File: config.mk
export PLATFORM = sky130hd
export DESIGN_NAME = adsi_status_irq
export DESIGN_NICKNAME = d
export VERILOG_FILES = /design/src/include/adsi_pkg.sv /design/src/rtl/adsi_status_irq.sv
export VERILOG_INCLUDE_DIRS = /design/src /design/src/include
export SDC_FILE = /design/constraint.sdc
export NUM_CORES = 1
export LEC_CHECK = 0
export BUFFER_PORTS_ARGS = -buffer_cell sky130_fd_sc_hd__buf_2
export CAP_MARGIN = 25
export CORE_AREA = 2 2 83 85
export DETAILED_ROUTE_END_ITERATION = 7
export DIE_AREA = 0 0 85 87
export MAX_ROUTING_LAYER = met4
export PLACE_DENSITY_LB_ADDON = 0.12
export SLEW_MARGIN = 25
export SYNTH_ARGS = -nofsm -noshare
export SYNTH_HDL_FRONTEND = slang
export SYNTH_SLANG_ARGS = --single-unit
File: constraint.sdc
create_clock -name clk -period 3.9 [get_ports clk]
set_input_delay 0.78 -clock clk [delete_from_list [all_inputs] [get_ports clk]]
set_output_delay 0.78 -clock clk [all_outputs]
set_load 0.05 [all_outputs]
File: src/include/adsi_regs.svh
// Contract
// - Copy each header's version and rate code.
// - Version plus code select sampling rate.
// - Version bit reports first or second standard.
// - Ancillary bytes presented one at a time.
// - Ancillary flag follows buffer non-empty only.
// - Ancillary flag can raise decoder interrupt.
// - Five interrupt sources, each with mask.
// - Set mask blocks source; bits 4..0.
// - Interrupt needs decoder and global enable.
// - Status read clears four flags, not ancillary.
// - Control at AAh; enable, boost, CRC, masks.
// - Bass boost applied while bit 6 set.
// - Bit 5 set plays bad-CRC frames.
// - Control resets to 0x3F.
// - Version bit set for first version.
// - Status read-only at C8h, resets 0x01.
// - Layer error on unsupported header layer.
// - Request flag when decoder needs input.
`ifndef ADSI_REGS_SVH
`define ADSI_REGS_SVH
// ==========================================================
// Register addresses and layouts.
`define ADSI_CONTROL_ADDR   8'hAA
`define ADSI_STATUS_ADDR    8'hC8
`define ADSI_AUX_ADDR       8'hAD
`define ADSI_CONTROL_RESET  8'h3F
`define ADSI_STATUS_RESET   8'h01
`define ADSI_CTL_ENABLE     7
`define ADSI_CTL_BOOST      6
`define ADSI_CTL_PLAYBAD    5
`define ADSI_ST_AUX         7
`define ADSI_ST_REQ         6
`define ADSI_ST_LAYER       5
`define ADSI_ST_SYNC        4
`define ADSI_ST_CRC         3
`endif

File: src/include/adsi_pkg.sv
package adsi_pkg;
  // ========================================================
  // Sampling rate decode of version bit and rate code.
  typedef enum logic [2:0] {
    ADSI_FS_22K05, ADSI_FS_24K, ADSI_FS_16K, ADSI_FS_44K1,
    ADSI_FS_48K, ADSI_FS_32K, ADSI_FS_RESERVED
  } adsi_rate_t;
endpackage : adsi_pkg

File: src/rtl/adsi_status_irq.sv
`timescale 1ns/1ns
`include "adsi_regs.svh"
module adsi_status_irq
  import adsi_pkg::*;
#(
  parameter int AUX_DEPTH = 4
) (
  input  wire logic       clk,
  input  wire logic       srst,
  input  wire logic       ce,
  input  wire logic [7:0] sfr_addr,
  input  wire logic       sfr_wr,
  input  wire logic       sfr_rd,
  input  wire logic [7:0] sfr_wdata,
  output logic      [7:0] sfr_rdata,
  input  wire logic       hdr_valid,
  input  wire logic       hdr_version,
  input  wire logic [1:0] hdr_rate_code,
  input  wire logic       aux_valid,
  input  wire logic [7:0] aux_byte,
  output logic            aux_ready,
  input  wire logic       crc_err_evt,
  input  wire logic       sync_err_evt,
  input  wire logic       layer_err_evt,
  input  wire logic       data_req_evt,
  input  wire logic       decoder_irq_enable,
  input  wire logic       global_irq_enable,
  output logic            decoder_irq,
  output logic            decoder_enable_bit,
  output logic            low_boost_bit,
  output logic            play_bad_frames_bit,
  output adsi_rate_t      sample_rate
);
  // Depth must be a power of two of at least two; the pointers wrap by overflow.
  localparam int PW = $clog2(AUX_DEPTH);
  localparam logic [PW:0] FULL_CNT = (PW+1)'(AUX_DEPTH);

  // ========================================================
  // State record.
  typedef struct packed {
    logic [7:0]                 ctl;
    logic [6:0]                 sta;
    logic [AUX_DEPTH-1:0][7:0]  buf_q;
    logic [PW-1:0]              rptr;
    logic [PW-1:0]              wptr;
    logic [PW:0]                cnt;
    logic [7:0]                 rdata;
    logic                       irq;
    logic                       ready;
    adsi_rate_t                 rate;
  } adsi_state_t;

  adsi_state_t st_reg;
  adsi_state_t st_next;

  function automatic adsi_rate_t adsi_decode(input logic v, input logic [1:0] c);
    adsi_rate_t r;
    r = ADSI_FS_RESERVED;
    case ({v, c})
      3'b000:  r = ADSI_FS_22K05;
      3'b001:  r = ADSI_FS_24K;
      3'b010:  r = ADSI_FS_16K;
      3'b100:  r = ADSI_FS_44K1;
      3'b101:  r = ADSI_FS_48K;
      3'b110:  r = ADSI_FS_32K;
      default: r = ADSI_FS_RESERVED;
    endcase
    return r;
  endfunction : adsi_decode

  // ========================================================
  // Bus decode and event collection.
  logic             rd_sta;
  logic             rd_aux;
  logic             wr_ctl;
  logic             aux_push;
  logic             aux_pop;
  logic [PW:0]      cnt_next;
  logic [7:0]       ctl_next;
  logic [3:0]       evt_vec;
  logic [3:0]       flag_cur;
  logic [3:0]       flag_nxt;
  logic [4:0]       src_vec;
  logic [4:0]       src_live;

  assign rd_sta   = sfr_rd && (sfr_addr == `ADSI_STATUS_ADDR);
  assign rd_aux   = sfr_rd && (sfr_addr == `ADSI_AUX_ADDR);
  assign wr_ctl   = sfr_wr && (sfr_addr == `ADSI_CONTROL_ADDR);
  // A full buffer refuses the byte; the producer keeps it until ready returns.
  assign aux_push = aux_valid && st_reg.ready;
  assign aux_pop  = rd_aux && (st_reg.cnt != '0);
  assign cnt_next = st_reg.cnt + (PW+1)'(aux_push) - (PW+1)'(aux_pop);
  assign ctl_next = wr_ctl ? sfr_wdata : st_reg.ctl;
  // Bit order follows the status register, lowest flag first.
  assign evt_vec  = {data_req_evt, layer_err_evt, sync_err_evt, crc_err_evt};
  assign flag_cur = st_reg.sta[6:3];
  assign src_vec  = {(cnt_next != '0), flag_nxt};

  // ========================================================
  // Read multiplexer; unmapped addresses read as zero.
  logic [7:0] full_sta;
  logic [7:0] rd_mux;

  assign full_sta = {(st_reg.cnt != '0), st_reg.sta};

  always_comb begin
    case (sfr_addr)
      `ADSI_CONTROL_ADDR: rd_mux = st_reg.ctl;
      `ADSI_STATUS_ADDR:  rd_mux = full_sta;
      `ADSI_AUX_ADDR:     rd_mux = st_reg.buf_q[st_reg.rptr];
      default:            rd_mux = 8'h00;
    endcase
  end

  // ========================================================
  // Sticky flags; a status read clears them unless an event lands with it.
  for (genvar g = 0; g < 4; g++) begin : g_flag
    adsi_flag_cell i_flag (
      .cur (flag_cur[g]),
      .clr (rd_sta),
      .set (evt_vec[g]),
      .nxt (flag_nxt[g])
    );
  end

  // ========================================================
  // Source gating; a set mask bit keeps its source away from the request.
  for (genvar g = 0; g < 5; g++) begin : g_gate
    adsi_src_gate i_gate (
      .flag (src_vec[g]),
      .mask (ctl_next[g]),
      .live (src_live[g])
    );
  end

  // ========================================================
  // Next-state logic.
  always_comb begin
    st_next = st_reg;
    // Reads return the value before any clearing takes effect.
    if (sfr_rd) begin
      st_next.rdata = rd_mux;
    end
    st_next.ctl      = ctl_next;
    st_next.sta[6:3] = flag_nxt;
    // The rate is decoded once per header, so the output never glitches.
    if (hdr_valid) begin
      st_next.sta[2:0] = {hdr_rate_code, hdr_version};
      st_next.rate     = adsi_decode(hdr_version, hdr_rate_code);
    end
    if (aux_push) begin
      st_next.buf_q[st_reg.wptr] = aux_byte;
      st_next.wptr = st_reg.wptr + PW'(1);
    end
    if (aux_pop) begin
      st_next.rptr = st_reg.rptr + PW'(1);
    end
    st_next.cnt   = cnt_next;
    // Ready is registered, so a slot freed by a read is offered one cycle later.
    st_next.ready = (cnt_next != FULL_CNT);
    st_next.irq   = (|src_live)
                    && decoder_irq_enable && global_irq_enable;
  end

  // ========================================================
  // State register; the clock enable freezes everything except the synchronous reset.
  always_ff @(posedge clk) begin
    // Reset does not wait for the enable, so the block always starts clean.
    if (srst) begin
      st_reg       <= '0;
      st_reg.ctl   <= `ADSI_CONTROL_RESET;
      st_reg.sta   <= 7'(`ADSI_STATUS_RESET);
      st_reg.rate  <= ADSI_FS_44K1;
      st_reg.ready <= 1'b1;
    end else if (ce) begin
      st_reg <= st_next;
    end
  end

  assign sfr_rdata           = st_reg.rdata;
  assign decoder_irq         = st_reg.irq;
  assign decoder_enable_bit  = st_reg.ctl[`ADSI_CTL_ENABLE];
  assign low_boost_bit       = st_reg.ctl[`ADSI_CTL_BOOST];
  assign play_bad_frames_bit = st_reg.ctl[`ADSI_CTL_PLAYBAD];
  assign sample_rate         = st_reg.rate;
  assign aux_ready           = st_reg.ready;
endmodule : adsi_status_irq

// ========================================================
// Next value of sticky flags: cleared by a read, set by their events.
module adsi_flag_cell
  import adsi_pkg::*;
#(
  parameter int W = 1
) (
  input  wire logic [W-1:0] cur,
  input  wire logic         clr,
  input  wire logic [W-1:0] set,
  output logic      [W-1:0] nxt
);
  // The set term is ORed last, so an event in the read cycle is kept.
  always_comb begin
    nxt = (cur & ~{W{clr}}) | set;
  end
endmodule : adsi_flag_cell

// ========================================================
// Mask gate of interrupt sources.
module adsi_src_gate
  import adsi_pkg::*;
#(
  parameter int W = 1
) (
  input  wire logic [W-1:0] flag,
  input  wire logic [W-1:0] mask,
  output logic      [W-1:0] live
);
  // A set mask blocks the source; a clear one lets it through.
  always_comb begin
    live = flag & ~mask;
  end
endmodule : adsi_src_gate

==> metrics.txt <==
leakage power 1.394 nW; Worst Path Max Fanout 5; top cells by count, synth nand2_1 (81), dfxtp_1 (67), a21oi_1 (44), nor2_1 (24), buf_4 (11); initial antenna violation count 0; fin crit period around 2.8 ns; FFs w/ async S/R, synth 0%; fin crit share 72.73%; Comb power frac 8.6%; CP peak stage delay approximately 0.39 ns; Final Hold Vio Count 0; CTS tree built; Slew HR just under 40%; GPL Wtd Cong 0.7644; proportion of synthesized chip area in sequential cells 42.51%; Core ar. 6569 µm²; Post-CTS Resized 0; Yosys reg bits 67; Worst EP required 4.14 ns; most common cell in the synthesized netlist nand2_1; clock root cell clkbuf_8; synth warn 0; final std cells w/o fill 477; max reg flops 44; die span in y just under 90 µm; max-slew violations 0; share of the synthesized area in the top cell type 42.51%; die area 7395 µm²; WL/cell 15.98 µm; DRT antenna net count 0; Max Buffers Root-to-Sink 2; Detailed Place HPWL 5.179 mm; Setup violations, final 0; P_sw around 360 µW; clk sinks 67; detailed-router iteration count before antenna repair 4; Post-Syn Area 3156 µm²; min-delay src st_reg[21]$_SDFFE_PP0P_; I/O Pins 56; Ant. Diodes 0; layout cells sized above 1 22.17%; H-Tree Depth 3; RR Startpoint st_reg[14]$_SDFFE_PP0P_; HP Class reg -> reg; worst hold slack 0.4544 ns; Hold Buf Count CTS 0; largest net degree at the start of global routing 48; Max Cap Violations 0; slowest CP cell or3_1; Fmax approximately 350 MHz; Internal Dissipation 1.198 mW; number of setup buffers added after CTS 0; crit-path cells or3_1 > and3_1 > ha_1 > inv_1 > ha_1 > fa_1 > xnor2_1 > xnor2_1 > a22oi_1 > o2bb2ai_1 > o31a_1; Cells after Synth 355; Vias 2629; first-pass GRT wire length 12.47 mm; worst skew pair latency 0.34 ns; crit path launch st_reg[14]$_SDFFE_PP0P_; RSZ-0062 raised after global routing false; GRT Overall Usage 22.46%; crit path launch type flop; Die Wd 85 µm; post-synth net total between 400 and 500; Worst VDD drop approximately 0.00034 V; drt initial violations 201; biggest area consumer among synthesized cells dfxtp_1; drt total wl 7.623 mm; Nets 439; status completed; worst slew pin tran 0.9123 ns; clk slew on worst S/H paths 0.08 ns; Mean Syn Cell Area roughly 8.9 µm²; Port Buffers 55; FP Rows 30; Starting Density 48.04%; Area Growth Syn to Fin 14.83%; Clk pwr share approximately 46%; number of enable flip-flop cells after synthesis 0; switching share of power 23.08%; placed cell areas 3373 µm²; Clock Skews 0.01254 ns; critical path type reg -> reg; Via density 5.512; DRC Markers 0; TritonCTS Buffers 9; crit path capture type flop; Fin Setup TNS 0 ns; Main synth FF type dfxtp_1; vias in the first global route 2522; Design Area, Final 3623 µm²; Pwr Density 429.7 nW/µm²; Distinct cells, synth 48; Area contributors post-synth dfxtp_1 (43%), nand2_1 (9.6%), a21oi_1 (7.0%); placed cells 461; overflow left after global routing 0; CP arrival 3.08 ns; Reg power frac 45.9%
-- power by group through the flow --
stage                     logic, mW  clock network (mW)  registers (mW)
final                         0.134               0.708           0.715
after global routing          0.149               0.763           0.717
after CTS                     0.134               0.721           0.715
after detailed placement      0.133                   0           0.730
after global placement        0.132                   0           0.730
after floorplan              0.0840                   0           0.729
-- layer usage --
layer  track usage (%)  part of all wire (%)  vias up
li1                  -                     -     1317
met1             27.52                    46     1217
met2             36.36                    48       82
met3             4.171                   4.9       13
met4             9.812                   1.9        0
met5                 -                     0        -
-- layout make-up --
| cell class | instances | area [µm²] |
|---|---|---|
| fillers | 637 | 2945 |
| multi-input cells | 252 | 1623 |
| flip-flops and latches | 67 | 1341 |
| repair buffers | 57 | 290.3 |
| clock buffers | 10 | 137.6 |
| clock inverters | 6 | 112.6 |
| well taps | 80 | 100.1 |
| inverters | 5 | 18.77 |
-- final timing paths --
path	to	slack, ns	cells after the start
max	decoder_irq$_SDFFE_PP0P_	1.06	11
min	st_reg[21]$_SDFFE_PP0P_	0.45	2
max reg2reg	decoder_irq$_SDFFE_PP0P_	1.06	11
min reg2reg	st_reg[21]$_SDFFE_PP0P_	0.45	2
-- cells in the final DEF, fill, tap and decap left out, types with 2 or more instances in the layout --
| cell | count |
|---|---|
| a211o_1 | 7 |
| a211oi_1 | 3 |
| a21oi_1 | 44 |
| a222oi_1 | 8 |
| a22oi_1 | 2 |
| a2bb2oi_1 | 8 |
| and2_1 | 9 |
| and3_1 | 4 |
| buf_2 | 55 |
| buf_4 | 2 |
| bufinv_16 | 3 |
| clkbuf_8 | 10 |
| clkinv_4 | 2 |
| dfxtp_1 | 67 |
| ha_1 | 6 |
| inv_1 | 5 |
| mux2_2 | 3 |
| mux2i_1 | 4 |
| mux4_2 | 8 |
| nand2_1 | 81 |
| nand2b_1 | 2 |
| nand3_1 | 7 |
| nor2_1 | 24 |
| nor3_1 | 2 |
| o22ai_1 | 2 |
| xnor2_1 | 6 |
-- critical path: cells and delay by family (launching register included) --
family / cells / cell delay (ns)
AOI/OAI and AO/OA: 3 / 0.53
xor gates and xnor gates: 2 / 0.39
adders and majority gates: 3 / 0.82
buffers and inverters: 1 / 0.04
DFF: 1 / 0.36
and+or+nand+nor: 2 / 0.59
-- kinds of logic after synthesis --
| group | count (synthesis) | synth area share, % |
|---|---|---|
| buffers and inverters | 36 | 6.067 |
| AND/OR/NAND/NOR | 143 | 21.41 |
| XOR/XNOR | 6 | 1.665 |
| AO/OA/AOI/OAI | 81 | 17.29 |
| multiplexers | 15 | 8.049 |
| flip-flops | 67 | 42.51 |
| adder cells (fa/ha/maj) | 7 | 3.013 |
-- per-stage QoR --
| step | utilization, % | total power, mW | setup WS [ns] |
|---|---|---|---|
| 2_1_floorplan | - | 0.8128 | 0.8030 |
| 6_report | 55.16 | 1.557 | 1.064 |
| 5_1_grt | 55.16 | 1.629 | 0.8765 |
| 3_3_place_gp | 51.35 | 0.8619 | 0.7717 |
| 4_1_cts | 55.16 | 1.570 | 1.044 |
| 3_5_place_dp | 51.35 | 0.8636 | 0.7027 |
Power figures use the tool's default switching activity.
